--- config.mk ---
export PLATFORM = sky130hd
export DESIGN_NAME = tmc_timer
export DESIGN_NICKNAME = d
export VERILOG_FILES = /design/src/tmc_pkg.sv /design/src/tmc_timer.sv /design/src/tmc_tick_div.sv
export VERILOG_INCLUDE_DIRS = /design/src
export SDC_FILE = /design/constraint.sdc
export NUM_CORES = 1
export LEC_CHECK = 0
export BUFFER_PORTS_ARGS = -buffer_cell sky130_fd_sc_hd__buf_2
export CAP_MARGIN = 20
export CORE_MARGIN = 8
export CORE_UTILIZATION = 55
export CTS_CLUSTER_DIAMETER = 150
export DETAILED_ROUTE_END_ITERATION = 6
export PLACE_DENSITY = 0.77
export SETUP_SLACK_MARGIN = 0.2
export SYNTH_ARGS = -nofsm -noshare
export SYNTH_HDL_FRONTEND = slang
export SYNTH_HIERARCHICAL = 1
export SYNTH_SLANG_ARGS = --single-unit
--- constraint.sdc ---
create_clock -name mclk -period 2.4 [get_ports mclk]
set_input_delay 0.12 -clock mclk [delete_from_list [all_inputs] [get_ports mclk]]
set_output_delay 0.12 -clock mclk [all_outputs]
set_load 0.01 [all_outputs]
--- src/tmc_params.svh ---
/*
 timer/counter block constants: register addresses, bit positions,
 divider ratios. assumes inclusion by the timer and tick divider modules.
*/
`ifndef TMC_PARAMS_SVH
`define TMC_PARAMS_SVH
`define TMC_ADDR_CTRL   8'h88
`define TMC_ADDR_MODE   8'h89
`define TMC_ADDR_T0L    8'h8a
`define TMC_ADDR_T1L    8'h8b
`define TMC_ADDR_T0H    8'h8c
`define TMC_ADDR_T1H    8'h8d
`define TMC_B_TF1       7
`define TMC_B_TR1       6
`define TMC_B_TF0       5
`define TMC_B_TR0       4
`define TMC_B_IE1       3
`define TMC_B_IT1       2
`define TMC_B_IE0       1
`define TMC_B_IT0       0
`define TMC_M_GATE      3
`define TMC_M_CT        2
`define TMC_M_HI        1
`define TMC_M_LO        0
`define TMC_T1_FIELD    4
`define TMC_DIV_FAST    4'h3
`define TMC_DIV_SLOW    4'hb
`define TMC_PRE_MSB     4
`define TMC_RST_BYTE    8'h00
`define TMC_RD_UNMAP    8'hff
`endif

--- src/tmc_pkg.sv ---
/*
 types shared by the timer/counter block.
 assumes tmc_params.svh is on the include path.
*/
package tmc_pkg;
	typedef enum logic [1:0] {
		TMC_MODE_PRE13 = 2'b00,
		TMC_MODE_FULL16 = 2'b01,
		TMC_MODE_RELOAD8 = 2'b10,
		TMC_MODE_SPLIT = 2'b11
	} tmc_mode_e;
endpackage

--- src/tmc_timer.sv ---
/*
 dual timer/counter with external interrupt flags, reached through
 the special-register port (addr, wr_en, wr_data, rd_data).
 assumes the interrupt controller pulses isr_ack lines on entry.
*/
`timescale 1ns/1ps
`include "tmc_params.svh"
module tmc_timer
	import tmc_pkg::*;
(
	// clock and reset
	input  wire logic       mclk,
	input  wire logic       rst_n,
	// special register port
	input  wire logic [7:0] addr,
	input  wire logic       wr_en,
	input  wire logic [7:0] wr_data,
	output logic      [7:0] rd_data,
	// clock divider selects
	input  wire logic       t0_clock_div_select,
	input  wire logic       t1_clock_div_select,
	// service entry acknowledges
	input  wire logic       t0_isr_ack,
	input  wire logic       t1_isr_ack,
	input  wire logic       ext0_isr_ack,
	input  wire logic       ext1_isr_ack,
	// pins
	input  wire logic       ext_irq0_pin_n,
	input  wire logic       ext_irq1_pin_n,
	input  wire logic       t0_count_pin,
	input  wire logic       t1_count_pin,
	// flag outputs
	output logic            t0_overflow_flag,
	output logic            t1_overflow_flag,
	output logic            ext_irq0_flag,
	output logic            ext_irq1_flag
);
	////////////////////////////////////////////////////////////////////////
	logic [3:0] s1_q, s2_q, prev_q;
	logic [7:0] ctrl_q, ctrl_d, mode_q, mode_d;
	logic [7:0] t0l_q, t0l_d, t0h_q, t0h_d, t1l_q, t1l_d, t1h_q, t1h_d;
	logic       tick0, tick1;
	logic [3:0] fall;
	logic       t0_en, t1_en, t0_inc, t1_inc, th0_inc;
	logic       ovf0, ovf1;

	// pin synchronisers: irq0, irq1, cnt0, cnt1
	always_ff @(posedge mclk or negedge rst_n) begin
		if (!rst_n) begin
			s1_q <= 4'hf;
			s2_q <= 4'hf;
			prev_q <= 4'hf;
		end else begin
			s1_q <= {t1_count_pin, t0_count_pin,
				ext_irq1_pin_n, ext_irq0_pin_n};
			s2_q <= s1_q;
			prev_q <= s2_q;
		end
	end

	assign fall = prev_q & ~s2_q;

	// internal tick dividers
	tmc_tick_div u_div0 (
		.mclk     (mclk),
		.rst_n    (rst_n),
		.fast_sel (t0_clock_div_select),
		.tick     (tick0)
	);
	tmc_tick_div u_div1 (
		.mclk     (mclk),
		.rst_n    (rst_n),
		.fast_sel (t1_clock_div_select),
		.tick     (tick1)
	);

	// field decode of one timer's nibble of the mode register
	function automatic logic [3:0] fld(input logic [7:0] m, input logic t1);
		fld = t1 ? m[`TMC_T1_FIELD +: 4] : m[3:0];
	endfunction

	function automatic logic gate_ok(input logic [3:0] f, input logic run,
		input logic pin);
		gate_ok = run && (!f[`TMC_M_GATE] || pin);
	endfunction

	function automatic logic src(input logic [3:0] f, input logic tk,
		input logic fe);
		src = f[`TMC_M_CT] ? fe : tk;
	endfunction

	////////////////////////////////////////////////////////////////////////
	// enables and count sources
	always_comb begin
		t0_en = gate_ok(fld(mode_q, 1'b0), ctrl_q[`TMC_B_TR0],
			s2_q[0]);
		t1_en = gate_ok(fld(mode_q, 1'b1), ctrl_q[`TMC_B_TR1],
			s2_q[1]);
		t0_inc = t0_en && src(fld(mode_q, 1'b0), tick0, fall[2]);
		t1_inc = t1_en && src(fld(mode_q, 1'b1), tick1, fall[3]) &&
			(tmc_mode_e'(mode_q[5:4]) != TMC_MODE_SPLIT);
		th0_inc = ctrl_q[`TMC_B_TR1] && tick0;
	end

	// counter next state; timer 0 low/high and timer 1
	always_comb begin
		t0l_d = t0l_q;
		t0h_d = t0h_q;
		t1l_d = t1l_q;
		t1h_d = t1h_q;
		ovf0 = 1'b0;
		ovf1 = 1'b0;
		unique case (tmc_mode_e'(mode_q[1:0]))
			TMC_MODE_PRE13: if (t0_inc) begin
				t0l_d = {3'h0, t0l_q[`TMC_PRE_MSB:0] + 5'h01};
				if (t0l_q[`TMC_PRE_MSB:0] == 5'h1f) begin
					t0h_d = t0h_q + 8'h01;
					ovf0 = (t0h_q == 8'hff);
				end
			end
			TMC_MODE_FULL16: if (t0_inc) begin
				{t0h_d, t0l_d} = {t0h_q, t0l_q} + 16'h0001;
				ovf0 = ({t0h_q, t0l_q} == 16'hffff);
			end
			TMC_MODE_RELOAD8: if (t0_inc) begin
				ovf0 = (t0l_q == 8'hff);
				t0l_d = ovf0 ? t0h_q : t0l_q + 8'h01;
			end
			TMC_MODE_SPLIT: begin
				if (t0_inc) begin
					t0l_d = t0l_q + 8'h01;
					ovf0 = (t0l_q == 8'hff);
				end
				if (th0_inc) begin
					t0h_d = t0h_q + 8'h01;
					ovf1 = (t0h_q == 8'hff);
				end
			end
		endcase
		unique case (tmc_mode_e'(mode_q[5:4]))
			TMC_MODE_PRE13: if (t1_inc) begin
				t1l_d = {3'h0, t1l_q[`TMC_PRE_MSB:0] + 5'h01};
				if (t1l_q[`TMC_PRE_MSB:0] == 5'h1f) begin
					t1h_d = t1h_q + 8'h01;
					ovf1 = ovf1 || (t1h_q == 8'hff);
				end
			end
			TMC_MODE_FULL16: if (t1_inc) begin
				{t1h_d, t1l_d} = {t1h_q, t1l_q} + 16'h0001;
				ovf1 = ovf1 || ({t1h_q, t1l_q} == 16'hffff);
			end
			TMC_MODE_RELOAD8: if (t1_inc) begin
				ovf1 = ovf1 || (t1l_q == 8'hff);
				t1l_d = (t1l_q == 8'hff) ? t1h_q : t1l_q + 8'h01;
			end
			TMC_MODE_SPLIT: begin
				t1l_d = t1l_q;
			end
		endcase
		// software writes win over counting
		if (wr_en && addr == `TMC_ADDR_T0L) t0l_d = wr_data;
		if (wr_en && addr == `TMC_ADDR_T0H) t0h_d = wr_data;
		if (wr_en && addr == `TMC_ADDR_T1L) t1l_d = wr_data;
		if (wr_en && addr == `TMC_ADDR_T1H) t1h_d = wr_data;
	end

	////////////////////////////////////////////////////////////////////////
	// control and mode registers; hardware set beats any clear
	always_comb begin
		ctrl_d = ctrl_q;
		mode_d = mode_q;
		if (wr_en && addr == `TMC_ADDR_MODE) mode_d = wr_data;
		if (wr_en && addr == `TMC_ADDR_CTRL) ctrl_d = wr_data;
		if (t1_isr_ack) ctrl_d[`TMC_B_TF1] = 1'b0;
		if (t0_isr_ack) ctrl_d[`TMC_B_TF0] = 1'b0;
		if (ovf1) ctrl_d[`TMC_B_TF1] = 1'b1;
		if (ovf0) ctrl_d[`TMC_B_TF0] = 1'b1;
		// external irq 1 and 0: type one is falling edge, zero is low level
		if (ctrl_q[`TMC_B_IT1]) begin
			if (ext1_isr_ack) ctrl_d[`TMC_B_IE1] = 1'b0;
			if (fall[1]) ctrl_d[`TMC_B_IE1] = 1'b1;
		end else begin
			ctrl_d[`TMC_B_IE1] = !s2_q[1];
		end
		if (ctrl_q[`TMC_B_IT0]) begin
			if (ext0_isr_ack) ctrl_d[`TMC_B_IE0] = 1'b0;
			if (fall[0]) ctrl_d[`TMC_B_IE0] = 1'b1;
		end else begin
			ctrl_d[`TMC_B_IE0] = !s2_q[0];
		end
	end

	always_ff @(posedge mclk or negedge rst_n) begin
		if (!rst_n) begin
			ctrl_q <= `TMC_RST_BYTE;
			mode_q <= `TMC_RST_BYTE;
			t0l_q <= `TMC_RST_BYTE;
			t0h_q <= `TMC_RST_BYTE;
			t1l_q <= `TMC_RST_BYTE;
			t1h_q <= `TMC_RST_BYTE;
		end else begin
			ctrl_q <= ctrl_d;
			mode_q <= mode_d;
			t0l_q <= t0l_d;
			t0h_q <= t0h_d;
			t1l_q <= t1l_d;
			t1h_q <= t1h_d;
		end
	end

	////////////////////////////////////////////////////////////////////////
	// read mux; unmapped addresses read high
	always_comb begin
		unique case (addr)
			`TMC_ADDR_CTRL: rd_data = ctrl_q;
			`TMC_ADDR_MODE: rd_data = mode_q;
			`TMC_ADDR_T0L:  rd_data = t0l_q;
			`TMC_ADDR_T1L:  rd_data = t1l_q;
			`TMC_ADDR_T0H:  rd_data = t0h_q;
			`TMC_ADDR_T1H:  rd_data = t1h_q;
			default:        rd_data = `TMC_RD_UNMAP;
		endcase
	end

	assign t0_overflow_flag = ctrl_q[`TMC_B_TF0];
	assign t1_overflow_flag = ctrl_q[`TMC_B_TF1];
	assign ext_irq0_flag = ctrl_q[`TMC_B_IE0];
	assign ext_irq1_flag = ctrl_q[`TMC_B_IE1];
endmodule

--- src/tmc_tick_div.sv ---
/*
 internal count tick generator: one-cycle pulse every 4 or 12 clocks.
 assumes the select input is synchronous to mclk.
*/
`timescale 1ns/1ps
`include "tmc_params.svh"
module tmc_tick_div
	import tmc_pkg::*;
(
	// clock and reset
	input  wire logic mclk,
	input  wire logic rst_n,
	// control
	input  wire logic fast_sel,
	// tick
	output logic      tick
);
	logic [3:0] cnt_q;
	logic [3:0] cnt_d;
	logic [3:0] top;

	// count down to zero then reload with the selected ratio
	always_comb begin
		top = fast_sel ? `TMC_DIV_FAST : `TMC_DIV_SLOW;
		tick = (cnt_q == 4'h0);
		if (tick || cnt_q > top) begin
			cnt_d = top;
		end else begin
			cnt_d = cnt_q - 4'h1;
		end
	end

	always_ff @(posedge mclk or negedge rst_n) begin
		if (!rst_n) begin
			cnt_q <= 4'h0;
		end else begin
			cnt_q <= cnt_d;
		end
	end
endmodule

# Word level (Yosys, flattened, before mapping)
# Cells that the tools add are included.
[word_totals]
input_bits = 29
regBits = 68
wordCells = 157
out_inout_bits = 12
[classes]
magnitude_cmp = 2
n_reduce_logical = 36
n_eq_ne = 38
muxes = 54
n_bitwise = 2
addsub = 10
[ops]
columns = ["op", "count"]
rows = [
  ["two-way mux 8 bit", 21],
  ["== test 8 bit, second input constant", 10],
  ["one-hot mux 8 bit (3 select lines)", 2],
  ["one-hot mux 8 bit (6 select lines)", 1],
  ["inequality test 3 bit, second input constant", 14],
  ["adder 16 x 1 -> 16 bit, second input constant", 2],
  ["adder 8 x 1 -> 8 bit, second input constant", 4],
  ["== test 16 bit, second input constant", 2],
  ["one-hot mux 8 bit (4 select lines)", 1],
  ["two-way mux 1 bit", 22],
  ["two-way mux 4 bit", 4],
  ["one-hot mux 8 bit (2 select lines)", 1],
  ["logical AND 1 bit", 12],
  ["AND reduction 4 bit", 3],
  ["adder 5 x 1 -> 5 bit, second input constant", 2],
  ["== test 5 bit, second input constant", 2],
  ["nonzero test 3 bit", 3],
  ["== test 2 bit, second input constant", 4],
  ["> comparator 4 bit", 2],
  ["logical NOT 4 bit", 2],
  ["inequality test 4 x 2 -> 1 bit, second input constant", 2],
  ["subtractor 4 x 1 -> 4 bit, second input constant", 2],
  ["logical OR 1 bit", 7],
  ["one-hot mux 1 bit (3 select lines)", 2],
  ["9 further kinds", 15],
]

# Logic depth before layout (Yosys ltp)
# Gate-level depths: netlist of the first run.
[depth]
depth_word = 9
mapped_depth = 9
ltp_nobuf = 8

# Modules after synthesis
# Netlist of the first run, hierarchy kept.
[by_module_without_submodules]
columns = ["mod", "area_each_um2", "n_inst", "cells_each"]
rows = [
  ["tmc_timer", 4311.6, 1, 480],
  ["tmc_tick_div", 245.2, 2, 21],
]

# Worst setup path after synthesis of the first run
# OpenSTA, ideal clock, no wires.
[synth_path]
path_kind = "flip-flop to flip-flop"
startpoint = "register u_div0.cnt_q[0]"
endpoint = "register t0h_q[7]"
synth_period_minus_slack_ps = 2493
stages_incl_launch_ff = 9
t_arrival_ps = 2411
n_path_buf = 0
slack_ps = -93
required_ps = 2318
setup_time_ps = 82
path_cell_list = "dfrtp_1 > inv_1 > ha_1 > nor3b_1 > nor2b_1 > o2111a_1 > a31oi_1 > or4b_2 > a31oi_1"
[synth_between]
elab_chain_cells = 5
word_cells_on_any_way = 8
cone_classes = "eq/ne: 3; mux: 1; reduce/logical: 4"
[synth_rtl]
columns = ["item", "line", "source"]
rows = [
  ["start: declaration", "tmc_tick_div.sv:18", "logic [3:0] cnt_q;"],
  ["start signal: assignment", "tmc_tick_div.sv:37", "cnt_q <= cnt_d;"],
  ["logical NOT 4 bit *", "tmc_tick_div.sv:25", "tick = (cnt_q == 4'h0);"],
  ["named net tick0", "tmc_timer.sv:42", "logic tick0, tick1;"],
  ["two-way mux 1 bit", "tmc_timer.sv:89", "src = f[`TMC_M_CT] ? fe : tk;"],
  ["logical AND 1 bit", "tmc_timer.sv:99", "t0_inc = t0_en && src(fld(mode_q, 1'b0), tick0, fall[2]);"],
  ["inequality test 3 bit (no line)", "-", ""],
  ["AND reduction 5 bit (no line) *", "-", ""],
  ["end signal: assignment", "tmc_timer.sv:198", "t0h_q <= `TMC_RST_BYTE;"],
  ["end signal: assignment", "tmc_timer.sv:205", "t0h_q <= t0h_d;"],
  ["end: declaration", "tmc_timer.sv:41", "logic [7:0] t0l_q, t0l_d, t0h_q, t0h_d, t1l_q, t1l_d, t1h_q, t1h_d;"],
]
# Mark *: on every way through the listed nets, which the timed path passes. The rest lies on a longest branch.
# A chain may end at the register's enable or synchronous reset.

# Worst setup path after layout of the first run
[layout_path]
startpoint = "register u_div1.cnt_q[1]"
endpoint = "register t1h_q[6]"
[layout_between]
elab_chain_cells = 6
word_cells_on_any_way = 7
cone_classes = "eq/ne: 2; mux: 1; reduce/logical: 4"
[layout_rtl]
columns = ["item", "line", "source"]
rows = [
  ["start: declaration", "tmc_tick_div.sv:18", ""],
  ["start signal: assignment", "tmc_tick_div.sv:37", ""],
  ["logical NOT 4 bit *", "tmc_tick_div.sv:25", ""],
  ["named net tick1", "tmc_timer.sv:42", ""],
  ["two-way mux 1 bit *", "tmc_timer.sv:89", ""],
  ["logical AND 1 bit * (2 in series)", "tmc_timer.sv:100", "t1_inc = t1_en && src(fld(mode_q, 1'b1), tick1, fall[3]) &&"],
  ["inequality test 3 bit (no line)", "-", ""],
  ["AND reduction 4 bit (no line) *", "-", ""],
  ["end signal: assignment", "tmc_timer.sv:200", "t1h_q <= `TMC_RST_BYTE;"],
  ["end signal: assignment", "tmc_timer.sv:207", "t1h_q <= t1h_d;"],
  ["end: declaration", "tmc_timer.sv:41", ""],
]
# Marks and branches as above.

==> results of run 1 <==
-- flip-flops by register name (all words and copies together) (netlist names) --
name          cells
t0l_q             8
t0h_q             8
t1h_q             8
mode_q            8
u_div0/cnt_q      4
ctrl_q            8
s1_q              4
u_div1/cnt_q      4
t1l_q             8
prev_q            4
s2_q              4
-- logic make-up (layout without fill, tap and decap cells) --
| kind of cell | count (synthesis) | count (layout) | synth area share |
|---|---|---|---|
| and+or+nand+nor | 195 | 195 | 0.2181 |
| AOI/OAI and AO/OA | 144 | 144 | 0.2134 |
| buffers and inverters | 45 | 133 | 0.04377 |
| muxes | 35 | 35 | 0.08702 |
| adders and majority gates | 21 | 21 | 0.05472 |
| xor gates and xnor gates | 14 | 14 | 0.02553 |
| DFF | 68 | 68 | 0.3575 |
-- area by class of cell --
class	count	area (um^2)
Fill cell	687	2706
Clock buffer	10	127.6
Sequential cell	68	1717
Timing Repair Buffer	94	641.9
Inverter	23	86.33
Multi-Input combinational cell	409	3065
Tap cell	108	135.1
Clock inverter	6	113.9
-- worst paths after layout --
kind / cells after the start / slack, ns / end
worst max-delay path: 9 / 0.06 / t1h_q[6]
worst min-delay path: 3 / 0.1 / t0l_q[3]
worst max register to register: 9 / 0.06 / t1h_q[6]
worst min register to register: 0 / 0.34 / s2_q[3]
max in group asynchronous: 3 / 1.38 / s1_q[2]
min in group asynchronous: 2 / 0.23 / u_div1/cnt_q[2]
-- cell usage in the layout, fill, tap and decap left out, types with 4 or more instances in the layout --
cell	synthesis	final
nand2b_1	5	5
nand4_1	12	12
nor2b_1	10	9
a211oi_1	9	7
or3_1	4	4
nand3_1	20	18
mux4_2	4	4
and2_2	4	5
a41oi_1	4	4
buf_2	4	40
inv_1	23	23
nor2_1	35	35
a31oi_1	6	5
o211ai_1	4	4
nand4b_1	4	4
nor3_1	10	9
and2_1	4	4
a21oi_1	26	26
xor2_1	5	5
dfstp_2	12	12
buf_4	0	41
a21o_1	5	5
ha_1	21	18
dfrtp_1	56	56
nand2_1	51	48
mux2_2	14	12
nand3b_1	5	5
and3_1	7	7
o31ai_1	5	5
dlygate4sd3_1	0	10
clkbuf_8	2	9
o21ai_0	39	38
mux2i_1	17	16
xnor2_1	9	9
-- report_power, final --
part	switching, mW	leakage, nW	internal (mW)
logic	1.08	1.53	0.962
registers	0.401	0.795	1.41
clock network	0.484	0.113	0.692
total	1.97	2.44	3.06
-- tightest hold or removal path: cells and delay by family --
family,cells,cell delay (ns)
buffers and inverters,1,0.17
AO/OA/AOI/OAI,1,0.06
AND/OR/NAND/NOR,1,0.07
-- repair_timing --
| action | 4_1_cts | 5_1_grt |
|---|---|---|
| cloned | 0 | 1 |
| endpoints found under the hold margin | 26 | 1 |
| resized for setup | 7 | 35 |
| buffers inserted | 4 | 14 |
| pin swaps | 2 | 17 |
| setup endpoints to repair | 16 | 27 |
| hold buffers | 9 | 1 |
-- through the flow --
stage / TNS [ns] / cell area, um^2 / std cells / power [mW] / util
floorplan: 0 / 4831 / 522 / 2.917 / -
global placement: 0 / 5230 / 673 / 3.485 / 0.6086
detailed placement: 0 / 5230 / 673 / 3.528 / 0.6086
CTS: 0 / 5623 / 702 / 4.768 / 0.6543
global route: -0.09042 / 5887 / 718 / 5.291 / 0.6851
finish: 0 / 5887 / 718 / 5.034 / 0.6851
-- metal layers --
metal | vias up | track usage | share of wire
met5 | - | 0 | 0
met2 | 308 | 0.4479 | 0.49
met3 | 76 | 0.05569 | 0.089
met4 | 0 | 0.1244 | 0.041
met1 | 2242 | 0.3250 | 0.38
li1 | 2121 | - | -
==> results.py, run 1 <==
metrics = {
    "final_layout": {
        "syn_to_final_growth_pct": 22.59,
        "fin_nets": 655,
        "n_antenna_cell": 0,
        "drive_gt1_frac": 0.2869,
    },
    "detailed_routing": {
        "routed_wl_um": 16380,
        "first_pass_iters": 5,
        "vias_per_cell": 6.611,
        "first_iter_violations": 474,
        "drc_errors": 0,
        "ant_nets": 0,
        "via_count": 4747,
        "wl_per_cell_um": 22.81,
    },
    "setup_path": {
        "crit_path_start_kind": "flop",
        "cp.arrival_ns": 2.58,
        "cpPeakStageDelay_ns": 0.42,
        "cp-end-kind": "flop",
        "worst-path-buf-inv": 2,
        "crit_type": "reg -> reg",
        "worstPathMaxFanout": 5,
        "reg2reg_from": "u_div1/cnt_q[1]",
        "crit_chain": "inv_1, ha_2, nor3b_4, nand2b_1, a2111oi_4, buf_6, nand4_1, xnor2_1, mux2_2",
        "cpLargestDelayFamily": "simple AND/OR/NAND/NOR gates",
        "slowest_stage": "dfrtp_1",
        "cp_data_required_time_ns": 2.64,
        "crit_start": "u_div1/cnt_q[1]",
    },
    "timing": {
        "relSlewSlack": 0.5695,
        "period_needed_ns": 2.338,
        "setup_violations": 0,
        "finalHoldViolations": 0,
        "max_freq_ghz": 0.4278,
        "rsz0062_at_grt": "yes",
        "whs_ns": 0.09672,
        "fin_crit_sh": 0.9741,
        "fin_skew_ns": 0.01644,
        "tightest_slew_ns": 0.6408,
        "report.final.slew_viol_count": 0,
        "layout_setup_ws_ns": 0.06224,
    },
    "die": {
        "dieArea_mm2": 0.01198,
        "dieHeight_um": 109.4,
        "start_util": 0.5588,
        "io_pins": 41,
        "coreArea_mm2": 0.008593,
        "die_w_um": 109.4,
        "placementRows": 34,
    },
    "synthesis": {
        "async_flop_share": 1.000,
        "synth_ff_type": "dfrtp_1",
        "synth_fp_nets": 572,
        "syn_area_mm2": 0.004802,
        "synthTopCellsByArea": "dfrtp_1, dfstp_2, ha_1",
        "ys_ff_latch": 68,
        "synth.largest_area_cell": "dfrtp_1",
        "syn_area_per_cell_um2": 9.199,
        "syn_inst": 522,
        "synth_cell_types": 76,
        "synth_warnings": 6,
        "yosys-top-cells-count": "dfrtp_1, nand2_1, o21ai_0, nor2_1, a21oi_1",
        "synth_top_area_frac": 0.2918,
        "synth_edf_count": 0,
        "synth_most_common_cell": "dfrtp_1",
        "seq_area_frac_synth": 0.3575,
    },
    "global_route": {
        "antenna_found_initial": 0,
        "grt_pass1_vias": 4618,
        "grt_pass1_wl_um": 24380,
        "grt_max_degree": 28,
        "grt_overflow": 0,
        "grt_usage": 0.2681,
    },
    "power_and_ir_drop": {
        "ir_drop_mv": 0.5061,
        "power_density_mw_per_mm2": 855.2,
        "leakagePower_nw": 2.437,
    },
    "place": {
        "dp_worst_setup_slack_ns": 0.1181,
        "detailed_place_hpwl_um": 11460,
        "io_buffers": 40,
        "place.gp.congestion": 1.025,
    },
    "clocking": {
        "clk_pin_slew_worst_paths_ns": 0.09,
        "cts_sinks": 68,
        "htree_levels": 3,
        "clkLatencyLatePin_ns": 0.36,
        "cts_tree": "done",
        "cts_root_buffer": "clkbuf_8",
        "clk_path_buf_depth": 2,
        "cts_made_buffers": 9,
    },
    "min_path": {
        "hold_path_class": "in -> reg",
        "hp-start": "wr_data[3]",
    },
    "job": {
        "cap_violations": 0,
    },
    "run_status": {
        "status": "finished, final reports clean",
    },
}
Power figures use the tool's default switching activity.
==> run 2: changes to the inputs <==
--- a/config.mk
+++ b/config.mk
@@ -6,6 +6,7 @@
 export SDC_FILE = /design/constraint.sdc
 export NUM_CORES = 1
 export LEC_CHECK = 0
+export ABC_AREA = 1
 export BUFFER_PORTS_ARGS = -buffer_cell sky130_fd_sc_hd__buf_2
 export CAP_MARGIN = 20
 export CORE_MARGIN = 8
==> constraint.sdc (replaced) <==
create_clock -name mclk -period 2.4 [get_ports mclk]
set_input_delay 0.36 -clock mclk [delete_from_list [all_inputs] [get_ports mclk]]
set_output_delay 0.36 -clock mclk [all_outputs]
set_load 0.01 [all_outputs]
==> run 2 against run 1 <==
Sequential share of layout area up 1.1 points; cell count up 29%; routed wire length down 4.9%; worst hold slack worse by 0.086 ns; synthesized cell count up 46%; largest cell class unchanged; highest routed layer unchanged.
==> results.py, run 2 <==
metrics = {
    "timing": {
        "relSlewSlack": 0.6721,
        "fin_skew_ns": 0.01067,
        "tightest_slew_ns": 0.4913,
        "setup_violations": 0,
        "max_freq_ghz": 0.4642,
        "finalHoldViolations": 0,
        "fin_crit_sh": 0.8975,
        "report.final.slew_viol_count": 0,
        "rsz0062_at_grt": "no",
        "period_needed_ns": 2.154,
        "setup-tns-final_ns": 0,
        "layout_setup_ws_ns": 0.2459,
    },
    "final_layout": {
        "ff_latch_area_mm2": 0.001717,
        "n_antenna_cell": 0,
        "final_cell_mix": "nand2_1, inv_1, nand3_1, nor2_1, dfrtp_1",
        "fillers": 878,
        "design_area_mm2": 0.005669,
        "finalNonFillerCells": 924,
        "multi_input_area_mm2": 0.002990,
        "final_common_cell": "nand2_1",
        "syn_to_final_growth_pct": 9.709,
        "fin_nets": 858,
        "postLayoutCoreUtil": 0.6165,
        "drive_gt1_frac": 0.1685,
    },
    "synthesis": {
        "syn_inst": 761,
        "ys_ff_latch": 68,
        "syn_area_mm2": 0.005167,
        "synth_top_area_frac": 0.2712,
        "synth_most_common_cell": "nand2_1",
        "synthTopCellsByArea": "dfrtp_1, nand2_1, nand3_1",
        "synth_fp_nets": 811,
        "muxShareOfSynthArea": 0,
        "yosys.area_share.adder": 0.05085,
        "synth_top_family_by_area": "simple AND/OR/NAND/NOR gates",
        "synthSimpleGateAreaFrac": 0.4099,
        "syn_area_per_cell_um2": 6.790,
        "synth_ff_type": "dfrtp_1",
        "async_flop_share": 1.000,
        "synth.largest_area_cell": "dfrtp_1",
        "synthXorXnorAreaFrac": 0.02034,
        "synth_warnings": 6,
        "seq_area_frac_synth": 0.3322,
        "synth-compound-area-share": 0.09516,
        "synth_edf_count": 0,
        "synth_cell_types": 39,
        "yosys-top-cells-count": "nand2_1, inv_1, nand3_1, nor2_1, dfrtp_1",
    },
    "clocking": {
        "cts_root_buffer": "clkbuf_8",
        "clkLatencyLatePin_ns": 0.36,
        "cts_tree": "done",
        "clk_pin_slew_worst_paths_ns": 0.08,
        "clk_path_buf_depth": 2,
        "htree_levels": 3,
        "cts_sinks": 68,
        "cts_made_buffers": 9,
    },
    "setup_path": {
        "crit_chain": "buf_2, inv_1, nand2_1, nor3_4, buf_4, nand2_2, o22ai_1, nor2_1, nand3b_1, buf_2",
        "worst-r2r-cell-count": 10,
        "reg2reg_from": "t0l_q[1]",
        "crit_path_start_kind": "input port",
        "crit_cells": 10,
        "cp.arrival_ns": 1.79,
        "crit_start": "addr[6]",
        "cpLargestDelayFamily": "simple AND/OR/NAND/NOR gates",
        "cpPeakStageDelay_ns": 0.28,
        "cp-end-kind": "primary output",
        "crit_type": "in -> out",
        "cp_data_required_time_ns": 2.04,
        "worst-path-buf-inv": 4,
        "slowest_stage": "o22ai_1",
        "cpMostUsedCell": "buf_2",
        "worstPathMaxFanout": 8,
    },
    "die": {
        "dieArea_mm2": 0.01275,
        "coreArea_mm2": 0.009196,
        "start_util": 0.5619,
        "placementRows": 35,
        "dieHeight_um": 112.9,
        "io_pins": 41,
        "die_w_um": 112.9,
    },
    "power_and_ir_drop": {
        "seq_power_share": 0.423,
        "power_density_mw_per_mm2": 732.4,
        "clkPwrFrac": 0.208,
        "power_frac_comb": 0.369,
        "p_sw_mw": 1.761,
        "ir_drop_mv": 0.5122,
        "swShare": 0.4242,
        "leakagePower_nw": 2.875,
        "intPower_mw": 2.391,
    },
    "detailed_routing": {
        "routed_wl_um": 15570,
        "first_iter_violations": 422,
        "vias_per_cell": 5.667,
        "ant_nets": 0,
        "wl_per_cell_um": 16.85,
        "drc_errors": 0,
        "via_count": 5236,
        "first_pass_iters": 7,
    },
    "min_path": {
        "hold_path_class": "in -> async",
    },
    "run_status": {
        "status": "finished, final reports clean",
    },
    "global_route": {
        "grt_pass1_wl_um": 24960,
        "grt_pass1_vias": 5008,
        "grt_usage": 0.2482,
        "grt_overflow": 0,
        "antenna_found_initial": 0,
        "grt_max_degree": 69,
    },
    "place": {
        "detailed_place_hpwl_um": 12090,
        "dpl_cell_area_mm2": 0.005479,
        "dp_worst_setup_slack_ns": 0.2723,
        "io_buffers": 40,
        "dp.cells": 907,
        "place.gp.congestion": 0.9652,
    },
    "job": {
        "cap_violations": 0,
    },
}
[run 2: changes by cell type after synthesis, moves of 11 or more]
cell / previous run / this run
a21oi_1: 26 / 11
inv_1: 23 / 94
mux2_2: 14 / 0
mux2i_1: 17 / 0
nand2_1: 51 / 247
nand2_2: 0 / 11
nand3_1: 20 / 87
nor2_1: 35 / 71
o21ai_0: 39 / 27
o22ai_1: 3 / 14
[run 2: final cells by class]
type	count	share of cell area
clock buffer	12	0.02560
timing repair buffer	46	0.04546
tap	111	0.02450
clock inverter	4	0.004414
inverter	105	0.06974
sequential	68	0.3028
multi-input combinational	578	0.5275
[run 2: cell families after synthesis]
group	count (synthesis)
AOI/OAI and AO/OA	81
xor gates and xnor gates	12
adders and majority gates	21
buffers and inverters	115
DFF	68
and+or+nand+nor	464
[run 2: metal layers]
metal | vias up | track usage | part of all wire
met5 | - | 0 | 0
met4 | 0 | 0.1012 | 0.030
met1 | 2401 | 0.3382 | 0.44
met3 | 33 | 0.05698 | 0.096
li1 | 2536 | - | -
met2 | 266 | 0.3711 | 0.43
[run 2: power groups by stage]
stage	registers, mW	clock network, mW	logic (mW)
2_1_floorplan	1.64	0	1.16
3_3_place_gp	1.76	0	1.45
3_5_place_dp	1.76	0	1.52
4_1_cts	1.75	0.876	1.52
5_1_grt	1.78	0.919	1.73
6_report	1.76	0.863	1.53
[run 2: per-stage QoR]
stage	hold slack, ns	power, mW
after floorplan	0.06441	2.800
after global placement	0.3476	3.215
after detailed placement	0.3478	3.277
after CTS	0.02348	4.141
after global routing	0.05140	4.434
final	0.01082	4.152
[run 2: repair_timing]
action / in CTS / in global routing
endpoints found under the setup margin: 0 / 12
buffers inserted: 0 / 1
hold buffers: 0 / 0
gates resized for setup: 0 / 3
[run 2: path summary, 6_finish.rpt]
path	slack [ns]	to
worst max-delay path	0.25	rd_data[6]
worst min-delay path	0.01	t0l_q[3]
worst max register to register	0.40	t0h_q[0]
worst min register to register	0.35	s2_q[1]
max in group asynchronous	2.05	prev_q[3]
min in group mclk	0.10	s1_q[2]
